$ cat config.mk
export PLATFORM = sky130hd
export DESIGN_NAME = can_cfg_top
export DESIGN_NICKNAME = d
export VERILOG_FILES = /design/src/rtl/can_cfg_pkg.sv /design/src/rtl/can_cfg_if.sv /design/src/rtl/can_cfg_regs.sv /design/src/rtl/can_cfg_top.sv
export VERILOG_INCLUDE_DIRS = /design/src /design/src/rtl
export SDC_FILE = /design/constraint.sdc
export NUM_CORES = 1
export LEC_CHECK = 0
export ABC_AREA = 1
export BUFFER_PORTS_ARGS = -buffer_cell sky130_fd_sc_hd__buf_2
export CAP_MARGIN = 20
export CORE_MARGIN = 2
export CORE_UTILIZATION = 53
export CTS_CLUSTER_DIAMETER = 150
export DETAILED_ROUTE_END_ITERATION = 16
export PLACE_DENSITY = 0.73
export SYNTH_ARGS = -nofsm -noshare
export SYNTH_HDL_FRONTEND = slang
export SYNTH_SLANG_ARGS = --single-unit
$ cat constraint.sdc
create_clock -name i_ref_clk -period 2.2 [get_ports i_ref_clk]
set_input_delay 0.11 -clock i_ref_clk [delete_from_list [all_inputs] [get_ports i_ref_clk]]
set_output_delay 0.11 -clock i_ref_clk [all_outputs]
set_load 0.01 [all_outputs]
$ cat src/rtl/can_cfg_defines.svh
`ifndef CAN_CFG_DEFINES_SVH
`define CAN_CFG_DEFINES_SVH

// ----------------------------------------------------------------
// Register offsets
// ----------------------------------------------------------------
`define ADDR_TIMING_PRESCALE  8'hB4
`define ADDR_TIMING_JUMP_PROP 8'hB5
`define ADDR_STATUS_HIGH      8'hBA
`define ADDR_STATUS_LOW       8'hBB
`define ADDR_IRQ_EN_HIGH      8'hC2
`define ADDR_IRQ_EN_LOW       8'hC3

// ----------------------------------------------------------------
// Field positions
// ----------------------------------------------------------------
`define PRESCALE_MSB 6
`define PRESCALE_LSB 1
`define JUMP_MSB     6
`define JUMP_LSB     5
`define PROP_MSB     3
`define PROP_LSB     1
`define HIGH_MSB     6
`define CHAN_SPLIT   8

// ----------------------------------------------------------------
// Reset values and counts
// ----------------------------------------------------------------
`define IRQ_EN_HIGH_RST 7'h00
`define IRQ_EN_LOW_RST  8'h00
`define STATUS_RST      15'h0000
`define RDATA_IDLE      8'h00
`define NUM_CHAN        15

`endif

$ cat src/rtl/can_cfg_pkg.sv
package can_cfg_pkg;

	typedef enum logic [3:0] {
		ST_SYNC = 4'h1,
		ST_PROP = 4'h2,
		ST_PH1  = 4'h4,
		ST_PH2  = 4'h8
	} seg_state_t;

	typedef logic [14:0] chan_vec_t;

endpackage

$ cat src/rtl/can_cfg_if.sv
`timescale 1ns/1ps

interface can_cfg_if;
	logic                  wr;
	logic                  rd;
	logic [7:0]            addr;
	logic [7:0]            wdata;
	logic [7:0]            rdata;
	can_cfg_pkg::chan_vec_t chan_evt;
	logic                  irq;
	logic [5:0]            prescale;
	logic [1:0]            sjw;
	logic [2:0]            prop;

	modport regs (
		input  wr,
		input  rd,
		input  addr,
		input  wdata,
		input  chan_evt,
		output rdata,
		output irq,
		output prescale,
		output sjw,
		output prop
	);

	modport core (
		output wr,
		output rd,
		output addr,
		output wdata,
		output chan_evt,
		input  rdata,
		input  irq,
		input  prescale,
		input  sjw,
		input  prop
	);
endinterface

$ cat src/rtl/can_cfg_regs.sv
`timescale 1ns/1ps
`include "can_cfg_defines.svh"

module can_cfg_regs (
	input wire logic i_ref_clk,
	input wire logic i_rst_n,
	input wire logic i_clk_en,
	can_cfg_if.regs  bus
);

	logic [6:0]  en_high_q;
	logic [7:0]  en_low_q;
	logic [14:0] stat_q;
	logic [14:0] stat_d;
	logic [5:0]  prescale_q;
	logic [1:0]  sjw_q;
	logic [2:0]  prop_q;
	logic [7:0]  rdata_q;
	logic        irq_q;

	// ----------------------------------------------------------------
	// Decode
	// ----------------------------------------------------------------
	wire        wr_psc   = bus.wr && bus.addr == `ADDR_TIMING_PRESCALE;
	wire        wr_jmp   = bus.wr && bus.addr == `ADDR_TIMING_JUMP_PROP;
	wire        wr_sth   = bus.wr && bus.addr == `ADDR_STATUS_HIGH;
	wire        wr_stl   = bus.wr && bus.addr == `ADDR_STATUS_LOW;
	wire        wr_enh   = bus.wr && bus.addr == `ADDR_IRQ_EN_HIGH;
	wire        wr_enl   = bus.wr && bus.addr == `ADDR_IRQ_EN_LOW;
	wire [14:0] en_all   = {en_high_q, en_low_q};
	wire [14:0] stat_clr = {wr_sth ? bus.wdata[`HIGH_MSB:0] : 7'h00,
		wr_stl ? bus.wdata : 8'h00};
	wire        irq_d    = |(stat_d & en_all);

	wire [7:0] rd_val =
		(bus.addr == `ADDR_TIMING_PRESCALE)  ? {1'b0, prescale_q, 1'b0} :
		(bus.addr == `ADDR_TIMING_JUMP_PROP) ?
			{1'b0, sjw_q, 1'b0, prop_q, 1'b0} :
		(bus.addr == `ADDR_STATUS_HIGH)      ? {1'b0, stat_q[14:8]} :
		(bus.addr == `ADDR_STATUS_LOW)       ? stat_q[7:0] :
		(bus.addr == `ADDR_IRQ_EN_HIGH)      ? {1'b0, en_high_q} :
		(bus.addr == `ADDR_IRQ_EN_LOW)       ? en_low_q :
		`RDATA_IDLE;

	// sticky status
	// New event wins over a write-one clear in the same cycle
	assign stat_d = (stat_q & ~stat_clr) | bus.chan_evt;

	// ----------------------------------------------------------------
	// Resettable registers
	// ----------------------------------------------------------------
	always_ff @(posedge i_ref_clk or negedge i_rst_n) begin
		if (!i_rst_n) begin
			en_high_q <= `IRQ_EN_HIGH_RST;
			en_low_q  <= `IRQ_EN_LOW_RST;
			stat_q    <= `STATUS_RST;
			rdata_q   <= `RDATA_IDLE;
			irq_q     <= 1'b0;
		end else if (i_clk_en) begin
			if (wr_enh)
				en_high_q <= bus.wdata[`HIGH_MSB:0];
			if (wr_enl)
				en_low_q <= bus.wdata;
			stat_q  <= stat_d;
			rdata_q <= bus.rd ? rd_val : `RDATA_IDLE;
			irq_q   <= irq_d;
		end
	end

	// ----------------------------------------------------------------
	// Timing registers, left unreset
	// ----------------------------------------------------------------
	// no reset value
	always_ff @(posedge i_ref_clk) begin
		if (i_clk_en && wr_psc)
			prescale_q <= bus.wdata[`PRESCALE_MSB:`PRESCALE_LSB];
		if (i_clk_en && wr_jmp) begin
			sjw_q  <= bus.wdata[`JUMP_MSB:`JUMP_LSB];
			prop_q <= bus.wdata[`PROP_MSB:`PROP_LSB];
		end
	end

	assign bus.rdata    = rdata_q;
	assign bus.irq      = irq_q;
	assign bus.prescale = prescale_q;
	assign bus.sjw      = sjw_q;
	assign bus.prop     = prop_q;

	// ----------------------------------------------------------------
	// Checks
	// ----------------------------------------------------------------
	irq_level_a: assert property (
		@(posedge i_ref_clk) disable iff (!i_rst_n)
		i_clk_en |=> bus.irq == $past(|(stat_d & en_all)))
		else $error("interrupt output disagrees with status and mask");

	set_wins_a: assert property (
		@(posedge i_ref_clk) disable iff (!i_rst_n)
		i_clk_en |=> ($past(bus.chan_evt) & ~stat_q) == 15'h0000)
		else $error("channel event lost");

	status_sticky_a: assert property (
		@(posedge i_ref_clk) disable iff (!i_rst_n)
		i_clk_en && !wr_sth && !wr_stl |=>
			(stat_q & $past(stat_q)) == $past(stat_q))
		else $error("status bit dropped without a clear");

	en_high_wr_a: assert property (
		@(posedge i_ref_clk) disable iff (!i_rst_n)
		i_clk_en && wr_enh |=>
			bus.rdata == 8'h00 && en_high_q == $past(bus.wdata[6:0]))
		else $error("upper enable write not stored");

	en_high_rsv_a: assert property (
		@(posedge i_ref_clk) disable iff (!i_rst_n)
		i_clk_en && bus.rd && bus.addr == `ADDR_IRQ_EN_HIGH |=>
			bus.rdata[7] == 1'b0 && bus.rdata[6:0] == en_high_q)
		else $error("upper enable read wrong");

	en_low_rd_a: assert property (
		@(posedge i_ref_clk) disable iff (!i_rst_n)
		i_clk_en && bus.rd && bus.addr == `ADDR_IRQ_EN_LOW |=>
			bus.rdata == $past(en_low_q))
		else $error("lower enable read wrong");

endmodule

$ cat src/rtl/can_cfg_top.sv
`timescale 1ns/1ps
`include "can_cfg_defines.svh"

//Contract
// - upper enables, channels 14-8, reset zero
// - lower enables, channels 7-0, reset zero
// - upper enable bit 7 reserved
// - prescaler field sets quantum period
// - timing reserved bits kept zero
// - timing registers have no reset value
// - resynchronize on every recessive-to-dominant edge; an edge still pending on the tick that ends the sync quantum or phase one is dropped
// - jump width limits correction, field plus one
// - propagation segment lasts field plus one
// - status sticky, interrupt needs its enable
module can_cfg_top (
	input  wire logic        i_ref_clk,
	input  wire logic        i_rst_n,
	input  wire logic        i_clk_en,
	input  wire logic [7:0]  i_addr,
	input  wire logic [7:0]  i_wdata,
	input  wire logic        i_wr,
	input  wire logic        i_rd,
	input  wire logic [14:0] i_chan_event,
	input  wire logic        i_global_enable,
	input  wire logic [2:0]  i_phase1_seg,
	input  wire logic [2:0]  i_phase2_seg,
	input  wire logic        i_can_rx,
	output logic      [7:0]  o_rdata,
	output logic             o_irq,
	output logic             o_quantum_tick,
	output logic             o_bit_start,
	output logic             o_sample_point,
	output logic             o_sampled_bit
);

	can_cfg_if u_if ();

	can_cfg_pkg::seg_state_t state_q;
	can_cfg_pkg::seg_state_t state_d;
	logic [5:0] cnt_q;
	logic       tick_q;
	logic [3:0] seg_q;
	logic [3:0] seg_d;
	logic [4:0] pos_q;
	logic [4:0] pos_d;
	logic [2:0] ext_q;
	logic [2:0] ext_d;
	logic       pend_q;
	logic       rx_meta_q;
	logic       rx_sync_q;
	logic       rx_prev_q;
	logic       start_q;
	logic       start_d;
	logic       sample_q;
	logic       sample_d;
	logic       bit_q;

	// ----------------------------------------------------------------
	// Register file
	// ----------------------------------------------------------------
	assign u_if.wr       = i_wr;
	assign u_if.rd       = i_rd;
	assign u_if.addr     = i_addr;
	assign u_if.wdata    = i_wdata;
	assign u_if.chan_evt = i_chan_event;

	can_cfg_regs u_regs (
		.i_ref_clk (i_ref_clk),
		.i_rst_n   (i_rst_n),
		.i_clk_en  (i_clk_en),
		.bus       (u_if.regs)
	);

	// ----------------------------------------------------------------
	// Derived timing terms
	// ----------------------------------------------------------------
	// fields assumed stable while enabled
	wire       en       = i_global_enable;
	wire [2:0] jump_len = {1'b0, u_if.sjw} + 3'h1;
	wire       rx_fall  = rx_prev_q & ~rx_sync_q;
	wire [4:0] pos_err  = pos_q + 5'h01;
	wire [2:0] ext_new  = (pos_err < {2'b00, jump_len}) ?
		pos_err[2:0] : jump_len;
	wire [3:0] ph1_end  = {1'b0, i_phase1_seg} + {1'b0, ext_q};
	wire [3:0] ph2_left = {1'b0, i_phase2_seg} - seg_q;
	wire       ph2_cut  = ph2_left < {1'b0, jump_len};
	wire       ph2_fit  = ph2_left == {1'b0, jump_len};
	// propagation ends after field plus one
	wire       seg_end  =
		(state_q == can_cfg_pkg::ST_SYNC) ? 1'b1 :
		(state_q == can_cfg_pkg::ST_PROP) ? seg_q == {1'b0, u_if.prop} :
		(state_q == can_cfg_pkg::ST_PH1)  ? seg_q == ph1_end :
		seg_q == {1'b0, i_phase2_seg};

	// ----------------------------------------------------------------
	// Bit segment sequencer
	// ----------------------------------------------------------------
	always_comb begin
		state_d  = state_q;
		seg_d    = seg_q;
		pos_d    = pos_q;
		ext_d    = ext_q;
		start_d  = 1'b0;
		sample_d = 1'b0;
		if (!en) begin
			state_d = can_cfg_pkg::ST_SYNC;
			seg_d   = 4'h0;
			pos_d   = 5'h00;
			ext_d   = 3'h0;
		end else if (tick_q) begin
			case (state_q)
				can_cfg_pkg::ST_SYNC: begin
					state_d = can_cfg_pkg::ST_PROP;
					seg_d   = 4'h0;
					pos_d   = 5'h00;
					ext_d   = 3'h0;
					start_d = 1'b1;
				end
				can_cfg_pkg::ST_PROP,
				can_cfg_pkg::ST_PH1: begin
					pos_d = pos_q + 5'h01;
					if (pend_q)
						ext_d = ext_new;
					if (seg_end) begin
						seg_d    = 4'h0;
						state_d  = (state_q == can_cfg_pkg::ST_PROP) ?
							can_cfg_pkg::ST_PH1 : can_cfg_pkg::ST_PH2;
						sample_d = state_q == can_cfg_pkg::ST_PH1;
					end else begin
						seg_d = seg_q + 4'h1;
					end
				end
				can_cfg_pkg::ST_PH2: begin
					if (pend_q && ph2_cut) begin
						state_d = can_cfg_pkg::ST_PROP;
						seg_d   = 4'h0;
						pos_d   = 5'h00;
						ext_d   = 3'h0;
						start_d = 1'b1;
					end else if (seg_end || (pend_q && ph2_fit)) begin
						// exact jump lands on the sync quantum
						state_d = can_cfg_pkg::ST_SYNC;
						seg_d   = 4'h0;
					end else begin
						// skip jump quanta on an early edge
						seg_d = seg_q + 4'h1 +
							(pend_q ? {1'b0, jump_len} : 4'h0);
					end
				end
				default: begin
					state_d = can_cfg_pkg::ST_SYNC;
					seg_d   = 4'h0;
				end
			endcase
		end
	end

	// ----------------------------------------------------------------
	// Receive synchroniser and quantum prescaler
	// ----------------------------------------------------------------
	always_ff @(posedge i_ref_clk or negedge i_rst_n) begin
		if (!i_rst_n) begin
			rx_meta_q <= 1'b1;
			rx_sync_q <= 1'b1;
			rx_prev_q <= 1'b1;
			pend_q    <= 1'b0;
			cnt_q     <= 6'h00;
			tick_q    <= 1'b0;
		end else if (i_clk_en) begin
			rx_meta_q <= i_can_rx;
			rx_sync_q <= rx_meta_q;
			rx_prev_q <= rx_sync_q;
			// Edge held until the next quantum boundary
			pend_q    <= en & (rx_fall | (pend_q & ~tick_q));
			if (!en) begin
				cnt_q  <= 6'h00;
				tick_q <= 1'b0;
			end else if (cnt_q == 6'h00) begin
				cnt_q  <= u_if.prescale;
				tick_q <= 1'b1;
			end else begin
				cnt_q  <= cnt_q - 6'h01;
				tick_q <= 1'b0;
			end
		end
	end

	always_ff @(posedge i_ref_clk or negedge i_rst_n) begin
		if (!i_rst_n) begin
			state_q  <= can_cfg_pkg::ST_SYNC;
			seg_q    <= 4'h0;
			pos_q    <= 5'h00;
			ext_q    <= 3'h0;
			start_q  <= 1'b0;
			sample_q <= 1'b0;
			bit_q    <= 1'b1;
		end else if (i_clk_en) begin
			state_q  <= state_d;
			seg_q    <= seg_d;
			pos_q    <= pos_d;
			ext_q    <= ext_d;
			start_q  <= start_d;
			sample_q <= sample_d;
			if (sample_d)
				bit_q <= rx_sync_q;
		end
	end

	assign o_rdata        = u_if.rdata;
	assign o_irq          = u_if.irq;
	assign o_quantum_tick = tick_q;
	assign o_bit_start    = start_q;
	assign o_sample_point = sample_q;
	assign o_sampled_bit  = bit_q;

	// ----------------------------------------------------------------
	// Checks
	// ----------------------------------------------------------------
	logic [5:0] gap_q;
	logic       seen_q;

	always_ff @(posedge i_ref_clk or negedge i_rst_n) begin
		if (!i_rst_n) begin
			gap_q  <= 6'h00;
			seen_q <= 1'b0;
		end else if (i_clk_en) begin
			gap_q  <= tick_q ? 6'h00 : gap_q + 6'h01;
			seen_q <= en & (seen_q | tick_q);
		end
	end

	tq_period_a: assert property (
		@(posedge i_ref_clk) disable iff (!i_rst_n)
		i_clk_en && en && tick_q && seen_q |-> gap_q == u_if.prescale)
		else $error("quantum period differs from prescale plus one");

	prop_len_a: assert property (
		@(posedge i_ref_clk) disable iff (!i_rst_n)
		i_clk_en && en && tick_q && state_q == can_cfg_pkg::ST_PROP &&
			seg_q == {1'b0, u_if.prop} |=>
			state_q == can_cfg_pkg::ST_PH1 && seg_q == 4'h0)
		else $error("propagation segment length wrong");

	jump_limit_a: assert property (
		@(posedge i_ref_clk) disable iff (!i_rst_n)
		state_q == can_cfg_pkg::ST_PH1 |-> ext_q <= jump_len)
		else $error("resync extension beyond jump width");

	resync_cut_a: assert property (
		@(posedge i_ref_clk) disable iff (!i_rst_n)
		i_clk_en && en && tick_q && pend_q && ph2_cut &&
			state_q == can_cfg_pkg::ST_PH2 |=>
			state_q == can_cfg_pkg::ST_PROP && start_q)
		else $error("early edge did not start a new bit");

	sample_pulse_a: assert property (
		@(posedge i_ref_clk) disable iff (!i_rst_n)
		i_clk_en && sample_q |-> $past(state_q) == can_cfg_pkg::ST_PH1 &&
			state_q == can_cfg_pkg::ST_PH2)
		else $error("sample point outside phase one end");

endmodule

==> results by group, run 1 <==
Run status
  – Status: finished with violations
  – Violated checks: negative setup slack

CTS
  – Root buffer cell: clkbuf_8
  – Bufs on Longest Clock Path: 2
  – CTS clock-pin slew for the worst setup and hold paths: 80 ps
  – Cts bufs inserted: 9
  – CTS tree: done
  – Insertion delay to the later sink of the worst-skew pair: 360 ps
  – Maximum level of the CTS H-tree: 3
  – Clock Sinks: 80

Synthesis
  – Number of flops mapped to enable cells by yosys: 11
  – Syn_nets: 716
  – Post-Syn Area: 4947 um^2
  – Cell variety after synth: 46
  – Synth Area per Inst: 7.611 um^2
  – Largest family of logic cells by synthesized area: simple AND/OR/NAND/NOR gates
  – Yosys warns: 0
  – Mux contribution to synthesized area: 0.2276%
  – Most frequent cells after synthesis: 208 x nand2_1, 75 x inv_1, 64 x dfrtp_1
  – Main synth FF type: dfrtp_1
  – Post-synth top area cell: dfrtp_1
  – Post-Synth XOR/XNOR Area: 3.338%
  – Top cells by area, synth: dfrtp_1 32%, nand2_1 16%, edfxtp_1 6.7%
  – Register area share after synthesis: 41.70%
  – #FFs+latches synth: 80
  – Count leader, synth: nand2_1
  – Area share of the leading cell type in the synthesized netlist: 32.37%
  – Ys async rst share: 86.25%
  – Compound-Gate Fraction of Synth Area: 11.46%
  – Post-Synthesis Cells: 650
  – Synth Area in Adders: 6.019%
  – Fraction of the mapped netlist area in simple logic gates: 29.82%

Floorplan
  – Die Height: 100.6 um
  – Row count: 35
  – Initial core utilization: 54.05%
  – Die width: 100.6 um
  – Core ar.: 9153 um^2
  – Die ar.: 10120 um^2
  – # IOs: 57

STA
  – Post-Route Skew: 11.16 ps
  – Max Fclk: 447.2 MHz
  – Setup TNS: -182.6 ps
  – Unrepaired setup endpoints after global routing: yes
  – Final setup margin: -36.34 ps
  – Final min period: 2236 ps
  – Least-Margin Pin Slew: 525.7 ps
  – Max-slew headroom: 64.95%
  – Final Hold Fails: 0
  – Final setup violation count: 11
  – Max Slew Vio Count: 0
  – Final period util: 101.7%

Finish
  – Layout area overhead: 16.64%
  – Nets: 790
  – Fin area: 5771 um^2
  – Share of layout cells above drive strength 1: 20.85%
  – Final Instance Count excl. Fillers: 840
  – Antenna diodes: 0
  – Final core utilization: 63.05%

Setup path
  – Worst EP arrival: 2540 ps
  – Crit path capture type: flip-flop
  – Req. time, crit path: 2500 ps
  – Max incr delay on CP: 440 ps
  – Worst setup path category: reg -> reg
  – CP startpoint kind: flip-flop
  – Crit-path cells: ha_4 -> inv_4 -> fa_2 -> ha_4 -> a21oi_4 -> o211ai_4 -> buf_6 -> nand3_2 -> nand2_2 -> nand2_1 -> nand2_1
  – Slowest-stage cell, CP: fa_2
  – Critical path fanouts, max: 7

Place
  – Final GP Congestion: 0.9109
  – Placed Cells: 817
  – Post-DP HPWL: 9261 um
  – Placed instance area: 5429 um^2
  – Port Buf Inserts: 56

Detailed routing
  – Wire length on met1: 5249 um
  – DRT Pass-1 Iters: 5
  – Vias/cell: 5.474
  – Top layer in use: met4
  – Final wirelength: 12260 um
  – Wire per inst: 14.59 um
  – DRC: 0
  – Wire length on met3: 703 um
  – Met2 wire len: 6107 um
  – Detail Route Antenna Nets: 0
  – Vias: 4598
  – Iteration-0 DRC Markers: 292

GRT
  – First-pass GRT wire length: 20790 um
  – Antenna violations before repair: 0
  – Largest net degree at the start of global routing: 42
  – Vias in the first global route: 4430
  – GRT Total Usage: 25.82%
  – Overflow after GRT: 0

Power and ir drop
  – Total power: 3.714 mW
  – Seq pwr share: 45.4%
  – Static Leak: 2.950 nW
  – Peak supply drop: 330.5 uV
  – Pwr/cell area: 643.6 nW/um^2
  – Sw Share: 33.95%
  – Switching Power: 1.261 mW
  – Clk network pwr share: 28.6%
  – Int Power: 2.453 mW
  – Combinational fraction of design power: 25.9%

Hold path
  – Worst Hold Class: in -> reg

Run
  – # Max-Cap Violations: 0
[registers in the layout (all words and copies together) (netlist names), 2 cells and up]
register and flops:
u_regs.en_high_q 7, state_q 4, u_regs.en_low_q 8, u_regs.stat_q 15, pos_q 5, cnt_q 6, u_regs.bus.sjw 2, u_regs.bus.prop 3
u_regs.bus.rdata 8, u_regs.bus.prescale 6, seg_q 4, ext_q 3
[path summary, 6_finish.rpt]
kind / from / endpoint / slack, ps / cells after the start
min in group asynchronous: i_rst_n / cnt_q[3]$_DFFE_PN0P_ / 300 / 3
hold reg to reg: rx_meta_q$_DFFE_PN1P_ / rx_meta_q$_DFFE_PN1P_ / 470 / 2
max in group asynchronous: i_rst_n / rx_prev_q$_DFFE_PN1P_ / 1450 / 3
setup / recovery: seg_q[0]$_DFFE_PN0P_ / seg_q[0]$_DFFE_PN0P_ / -40 / 11
hold / removal: i_wdata[3] / u_regs.bus.prescale[2]$_DFFE_PP_ / 10 / 1
setup reg to reg: seg_q[0]$_DFFE_PN0P_ / seg_q[0]$_DFFE_PN0P_ / -40 / 11
[per-layer routing]
layer	vias up	track usage, %
li1	2250	-
met1	2152	33.36
met2	174	44.51
met3	22	3.883
met4	0	8.430
met5	-	0
[power by group through the flow]
stage               clock (mW)  combinational (mW)  sequential [mW]
floorplan                    0               0.670             1.70
global placement             0               0.898             1.71
detailed placement           0               0.917             1.71
CTS                       1.07               0.938             1.69
global route              1.13                1.10             1.71
finish                    1.06               0.963             1.69
[cell families (layout without fill, tap and decap cells)]
kind of cell	count (synthesis)	count (layout)
DFF	80	80
AOI/OAI and AO/OA	91	91
and+or+nand+nor	342	342
buffers and inverters	96	175
adders and majority gates	22	22
xor gates and xnor gates	18	18
muxes	1	1
[final cells by class]
type	instances	area [um^2]
Fill cell	807	3382
Multi-Input combinational cell	474	2609
Sequential cell	80	2064
Timing Repair Buffer	77	455.4
Inverter	82	310.3
Clock buffer	11	152.6
Tap cell	111	138.9
Clock inverter	5	40.04
[critical path: cells and delay by family (launching register included)]
| family | cells | cell delay, ps |
|---|---|---|
| simple gates | 4 | 280 |
| fa+ha+maj | 3 | 910 |
| compound gates | 2 | 370 |
| flops | 1 | 430 |
| buf+inv | 2 | 210 |
[cells in the final DEF, fill, tap and decap left out, drive strengths merged]
cell	n
a21boi	2
nor2	63
a32o	1
or2	5
o22ai	4
buf	73
a22oi	2
edfxtp	11
dfstp	5
a21oi	16
nand4	15
dfrtp	64
xor2	10
ha	19
o21ai	42
dlygate4sd3	4
a21o	1
a31oi	14
o21a	2
nor3	4
o32ai	1
xnor2	8
nand2	213
mux2	1
clkbuf	11
clkinvlp	1
o211ai	6
nand3	42
inv	82
clkinv	4
fa	3
[repair_timing]
action                                  CTS  global route
endpoints found under the setup margin   15            17
hold endpoints to repair                 68             0
resized for setup                         7            16
pin swaps                                 5            13
buffers inserted                          2             1
hold buffers                              4             0
[through the flow]
stage / worst slack, ps / hold slack (ps)
2_1_floorplan: -18.87 / -185.6
3_3_place_gp: -23.15 / 171.4
3_5_place_dp: -89.33 / 162.2
4_1_cts: -9.847 / 11.90
5_1_grt: -125.0 / 14.11
6_report: -36.34 / 12.22
(Power assumes the default switching activity.)
==> run 2: changes to the inputs <==
--- a/config.mk
+++ b/config.mk
@@ -10,10 +10,11 @@
 export BUFFER_PORTS_ARGS = -buffer_cell sky130_fd_sc_hd__buf_2
 export CAP_MARGIN = 20
 export CORE_MARGIN = 2
-export CORE_UTILIZATION = 53
+export CORE_UTILIZATION = 54
 export CTS_CLUSTER_DIAMETER = 150
 export DETAILED_ROUTE_END_ITERATION = 16
-export PLACE_DENSITY = 0.73
+export PLACE_DENSITY = 0.74
 export SYNTH_ARGS = -nofsm -noshare
 export SYNTH_HDL_FRONTEND = slang
+export SYNTH_HIERARCHICAL = 1
 export SYNTH_SLANG_ARGS = --single-unit
==> run 2 against run 1 <==
Largest power group unchanged. Non-clock buffer count fell by 4. The run still ends with negative setup slack left. Register-to-register slack got worse by 70 ps. Highest routed layer unchanged. Critical endpoint is now state_q[2]$_DFFE_PN0P_. Largest cell class unchanged. Die area rose by 1.2%.
==> results by group, run 2 <==
STA
  – Max Slew Vio Count: 0
  – Unrepaired setup endpoints after global routing: yes
  – Hold slack final: 0.3741 ps
  – Final period util: 104.9%
  – Max Fclk: 433.5 MHz
  – Final Hold Fails: 0
  – Least-Margin Pin Slew: 561.9 ps
  – Post-Route Skew: 14.44 ps
  – Setup TNS: -999.5 ps
  – Final setup violation count: 16
  – Final min period: 2307 ps
  – Final setup margin: -106.8 ps
  – Max-slew headroom: 62.40%

CTS
  – Bufs on Longest Clock Path: 2
  – Clock Sinks: 80
  – Insertion delay to the later sink of the worst-skew pair: 370 ps
  – CTS clock-pin slew for the worst setup and hold paths: 90 ps
  – Cts bufs inserted: 9
  – CTS tree: done
  – Root buffer cell: clkbuf_8
  – Maximum level of the CTS H-tree: 3

Finish
  – Top reg by flops: u_regs/stat_q
  – Fin area: 5893 um^2
  – Layout area overhead: 15.47%
  – Final Instance Count excl. Fillers: 852
  – Final core utilization: 64.08%
  – Commonest non-fill, non-tap cells in the layout: 219 x nand2_1, 88 x inv_1, 64 x dfrtp_1
  – Most common cell after layout, fill and taps aside: nand2_1
  – Antenna diodes: 0
  – Nets: 802
  – Max FFs per register: 15
  – Share of layout cells above drive strength 1: 20.92%
  – FILL cells: 815

GRT
  – Most crowded layer after global routing: met2
  – Antenna violations before repair: 0
  – GR Layer Usage met3: 3.451%
  – M1 GR Usage: 32.13%
  – GRT Total Usage: 25.43%
  – First-pass GRT wire length: 20460 um
  – Overflow after GRT: 0
  – GRT met2 Usage: 43.86%
  – Vias in the first global route: 4429
  – Largest net degree at the start of global routing: 60

Detailed routing
  – DRT Pass-1 Iters: 5
  – Vias: 4602
  – Vias/cell: 5.401
  – Final wirelength: 12260 um
  – Iteration-0 DRC Markers: 252
  – Wire per inst: 14.39 um
  – Detail Route Antenna Nets: 0
  – DRC: 0

Power and ir drop
  – Total power: 4.048 mW
  – Pwr/cell area: 686.9 nW/um^2
  – Peak supply drop: 417.5 uV
  – Static Leak: 3.070 nW

Synthesis
  – Yosys warns: 6
  – Count leader, synth: nand2_1
  – Main synth FF type: dfrtp_1
  – #FFs+latches synth: 80
  – Most frequent cells after synthesis: 219 x nand2_1, 89 x inv_1, 64 x dfrtp_1
  – Post-Syn Area: 5104 um^2
  – Number of flops mapped to enable cells by yosys: 11
  – Post-synth top area cell: dfrtp_1
  – Syn_nets: 729
  – Cell variety after synth: 45
  – Area share of the leading cell type in the synthesized netlist: 31.38%
  – Post-Synthesis Cells: 663
  – Top cells by area, synth: dfrtp_1 31%, nand2_1 16%, inv_1 6.5%
  – Ys async rst share: 86.25%
  – Register area share after synthesis: 40.43%
  – Synth Area per Inst: 7.698 um^2

Floorplan
  – Initial core utilization: 55.50%
  – Die width: 101.2 um
  – Row count: 35
  – Die Height: 101.2 um
  – Core ar.: 9196 um^2
  – Die ar.: 10240 um^2
  – # IOs: 57

Setup path
  – Req. time, crit path: 2450 ps
  – Critical path fanouts, max: 4
  – Worst setup path category: reg -> reg
  – Worst EP arrival: 2560 ps
  – Crit path capture type: flip-flop
  – Worst Path Buf+Inv: 3
  – Max incr delay on CP: 350 ps
  – Slowest-stage cell, CP: dfrtp_1
  – CP startpoint kind: flip-flop
  – Family with the most delay on the worst path: adder cells
  – Crit-path cells: ha_2 -> inv_2 -> fa_2 -> xor2_1 -> ha_1 -> inv_1 -> o211ai_1 -> buf_4 -> nand2_4 -> nor2_4 -> nor2_4 -> nand2_1 -> nand2_1

Hold path
  – Worst Hold Class: in -> reg

Run status
  – Status: finished with violations
  – Violated checks: negative setup slack

Place
  – Final GP Congestion: 0.9606
  – Port Buf Inserts: 56
  – Post-DP HPWL: 9426 um
  – Placed instance area: 5577 um^2
  – Pre-CTS setup slack: -63.14 ps
  – Placed Cells: 828

Run
  – # Max-Cap Violations: 0
## run 2: kinds of logic (layout without fill, tap and decap cells)
group | count (synthesis) | after routing | synth area share [%]
simple gates | 353 | 353 | 32.39
buf+inv | 108 | 186 | 8.605
xor+xnor | 12 | 12 | 2.059
fa+ha+maj | 22 | 22 | 5.835
mux | 2 | 2 | 0.4413
compound gates | 86 | 86 | 10.25
flops | 80 | 80 | 40.43
## run 2: area by class of cell
type | count | area, um^2 | share of cell area [%]
well taps | 111 | 138.9 | 2.357
flip-flops and latches | 80 | 2063 | 35.01
repair buffers | 73 | 450.4 | 7.643
inverters | 97 | 371.6 | 6.306
clock inverters | 4 | 50.05 | 0.8493
multi-input cells | 475 | 2663 | 45.18
clock buffers | 12 | 156.4 | 2.654
## run 2: path summary, 6_finish.rpt
check,start,end,slack [ps],cells after the start
max in group asynchronous,i_rst_n,rx_sync_q$_DFFE_PN1P_,1410,3
setup reg to reg,seg_q[0]$_DFFE_PN0P_,state_q[2]$_DFFE_PN0P_,-110,13
hold reg to reg,o_sampled_bit$_DFFE_PN1P_,o_sampled_bit$_DFFE_PN1P_,480,2
hold / removal,i_wdata[1],u_regs/bus.prop[0]$_DFFE_PP_,0.4,1
setup / recovery,seg_q[0]$_DFFE_PN0P_,state_q[2]$_DFFE_PN0P_,-110,13
min in group asynchronous,i_rst_n,o_sample_point$_DFFE_PN0P_,160,2
## run 2: per-layer routing
| metal | wire length, um | vias to the layer above |
|---|---|---|
| met1 | 5293 | 2174 |
| met2 | 6101 | 131 |
| met3 | 559 | 23 |
| met4 | 303 | 0 |
| met5 | 0 | - |
| li1 | - | 2274 |
## run 2: where the power goes
part | internal, mW | switching [mW]
clock network | 0.596 | 0.553
logic | 0.412 | 0.747
registers | 1.64 | 0.104
## run 2: repair_timing
action                     in CTS  in global routing
hold buffers                    7                  0
setup buffers                   0                  1
resized for setup               4                  3
pin swaps                       5                  8
setup endpoints to repair      16                 19
hold endpoints to repair       75                  0
==> run 3: changes to the inputs <==
--- a/config.mk
+++ b/config.mk
@@ -14,6 +14,7 @@
 export CTS_CLUSTER_DIAMETER = 150
 export DETAILED_ROUTE_END_ITERATION = 16
 export PLACE_DENSITY = 0.74
+export SETUP_SLACK_MARGIN = 0.15
 export SYNTH_ARGS = -nofsm -noshare
 export SYNTH_HDL_FRONTEND = slang
 export SYNTH_HIERARCHICAL = 1
==> run 3 against run 2 <==
The flow still finishes with violations (negative setup slack). Cell area grew 0.89%. Non-clock buffer count grew 3. Combinational power grew 6%. Total power shrank 0.11%. Sequential cell count is the same. Register-to-register slack is essentially flat. Worst setup slack gained 8.2 ps. Clock-buffer cell count grew 1. Utilization grew 0.57 points. Clock power shrank 6%. First-iteration DRC count grew 6.0%. Cell count grew 0.35%. Critical endpoint unchanged.
==> results by group, run 3 (synthesis results as in run 2) <==
Floorplan
  – Initial core utilization: 55.50%
  – Die ar.: 10240 um^2
  – Core ar.: 9196 um^2
  – # IOs: 57
  – Die width: 101.2 um
  – Row count: 35
  – Die Height: 101.2 um

GRT
  – Largest net degree at the start of global routing: 45
  – Overflow after GRT: 0
  – GRT Total Usage: 25.95%
  – Antenna violations before repair: 0
  – Vias in the first global route: 4533
  – First-pass GRT wire length: 20870 um

CTS
  – Insertion delay to the later sink of the worst-skew pair: 350 ps
  – Cts bufs inserted: 9
  – CTS clock-pin slew for the worst setup and hold paths: 90 ps
  – Bufs on Longest Clock Path: 2
  – Clock Sinks: 80
  – Maximum level of the CTS H-tree: 3
  – Root buffer cell: clkbuf_8
  – CTS tree: done

STA
  – Final min period: 2299 ps
  – Post-Route Skew: 12.70 ps
  – Max Slew Vio Count: 0
  – Max Fclk: 435.1 MHz
  – Least-Margin Pin Slew: 660.3 ps
  – Final period util: 104.5%
  – Final setup margin: -98.53 ps
  – Setup TNS: -651.7 ps
  – Unrepaired setup endpoints after global routing: yes
  – Hold slack final: 8.052 ps
  – Final setup violation count: 15
  – Max-slew headroom: 55.98%
  – Final Hold Fails: 0

Power and ir drop
  – Switching Power: 1.421 mW
  – Static Leak: 3.096 nW
  – Clk network pwr share: 26.8%
  – Peak supply drop: 299.7 uV
  – Pwr/cell area: 680.1 nW/um^2
  – Sw Share: 35.13%
  – Combinational fraction of design power: 30.3%
  – Int Power: 2.623 mW
  – Total power: 4.044 mW
  – Seq pwr share: 42.9%

Hold path
  – Worst Hold Depth: 3
  – Worst Hold Class: in -> reg
  – Min-delay src: i_rd
  – Hold EP: u_regs/bus.rdata[7]$_DFFE_PN0P_

Finish
  – Final Instance Count excl. Fillers: 855
  – Top reg by flops: u_regs/stat_q
  – Nets: 805
  – Max FFs per register: 15
  – Antenna diodes: 0
  – Commonest non-fill, non-tap cells in the layout: 215 x nand2_1, 87 x inv_1, 64 x dfrtp_1
  – Most common cell after layout, fill and taps aside: nand2_1
  – Share of layout cells above drive strength 1: 22.98%
  – Multi-input logic area: 2714 um^2
  – FILL cells: 765
  – Area occupied by registers: 2063 um^2
  – Layout area overhead: 16.50%

Setup path
  – Critical path fanouts, max: 4
  – Crit Reg-Reg Startpoint: seg_q[0]$_DFFE_PN0P_
  – Req. time, crit path: 2430 ps
  – R2R depth: 13
  – CP startpoint kind: flip-flop
  – Crit path capture type: flip-flop
  – Reg-to-Reg End: state_q[2]$_DFFE_PN0P_
  – Worst setup path category: reg -> reg
  – FF-to-FF setup slack: -100 ps
  – Worst EP arrival: 2530 ps

Place
  – Post-DP HPWL: 9520 um
  – Placed Cells: 828
  – Port Buf Inserts: 56
  – Final GP Congestion: 0.9380
  – Pre-CTS setup slack: -116.1 ps

Run status
  – Status: finished with violations
  – Violated checks: negative setup slack

Detailed routing
  – Iteration-0 DRC Markers: 267
  – DRC: 0
  – Final wirelength: 12510 um
  – Vias: 4599
  – Detail Route Antenna Nets: 0
  – Wire per inst: 14.63 um
  – DRT Pass-1 Iters: 6
  – Vias/cell: 5.379

Run
  – # Max-Cap Violations: 0
## run 3: cell types whose count changed in the layout (fill, tap and decap cells not counted), sizes merged
| cell | previous run | this run |
|---|---|---|
| clkinvlp | 1 | 0 |
| buf | 66 | 72 |
| clkinv | 0 | 2 |
| clkbuf | 12 | 13 |
| dlygate4sd3 | 7 | 4 |
| bufinv | 1 | 0 |
| inv | 99 | 98 |
## run 3: critical path, cell delays in order (launching register included)
cell	delay [ps]
dfrtp_1	370
ha_2	180
inv_2	40
fa_2	330
xor2_1	170
ha_1	310
inv_1	40
o211ai_1	150
buf_4	170
nand2_4	80
nor2_4	160
nor2_4	60
nand2_1	60
nand2_1	60
## run 3: timing repair
action,CTS,global route
resized for setup,10,14
setup buffers,3,4
pin swaps,5,4
endpoints found under the setup margin,19,19
hold buffers,4,0
hold endpoints to repair,26,0
## run 3: metrics by stage
stage	util [%]	instance area [um^2]
after global placement	60.50	5564
after floorplan	-	5137
after CTS	63.84	5871
after detailed placement	60.50	5564
final	64.65	5946
after global routing	64.65	5946
## run 3: cell type report
cell class,count,share of cell area [%]
repair buffers,76,7.681
multi-input cells,475,45.64
inverters,97,6.250
clock buffers,13,3.051
clock inverters,3,0.3367
flip-flops and latches,80,34.70
well taps,111,2.336
## run 3: metal layers
| layer | GRT usage, % | wire, um | vias up |
|---|---|---|---|
| met5 | 0 | 0 | - |
| met4 | 10.08 | 199 | 0 |
| li1 | - | - | 2288 |
| met1 | 32.48 | 5216 | 2158 |
| met2 | 46.26 | 6548 | 136 |
| met3 | 2.692 | 546 | 17 |
## run 3: worst max-delay path by stage
stage | start | to | slack [ps] | cells past startpoint
2_1_floorplan | seg_q[0]$_DFFE_PN0P_ | ext_q[1]$_DFFE_PN0P_ | -30 | 12
3_3_place_gp | seg_q[0]$_DFFE_PN0P_ | ext_q[1]$_DFFE_PN0P_ | -40 | 11
3_5_place_dp | seg_q[0]$_DFFE_PN0P_ | state_q[2]$_DFFE_PN0P_ | -120 | 12
4_1_cts | seg_q[0]$_DFFE_PN0P_ | state_q[2]$_DFFE_PN0P_ | -130 | 12
5_1_grt | seg_q[0]$_DFFE_PN0P_ | state_q[2]$_DFFE_PN0P_ | -200 | 13
6_report | seg_q[0]$_DFFE_PN0P_ | state_q[2]$_DFFE_PN0P_ | -100 | 13
## run 3: power groups by stage
stage | registers (mW) | logic, mW | clock network [mW]
6_report | 1.73 | 1.23 | 1.08
5_1_grt | 1.75 | 1.37 | 1.18
4_1_cts | 1.74 | 1.18 | 1.11
3_5_place_dp | 1.76 | 1.13 | 0
3_3_place_gp | 1.76 | 1.08 | 0
2_1_floorplan | 1.75 | 0.842 | 0
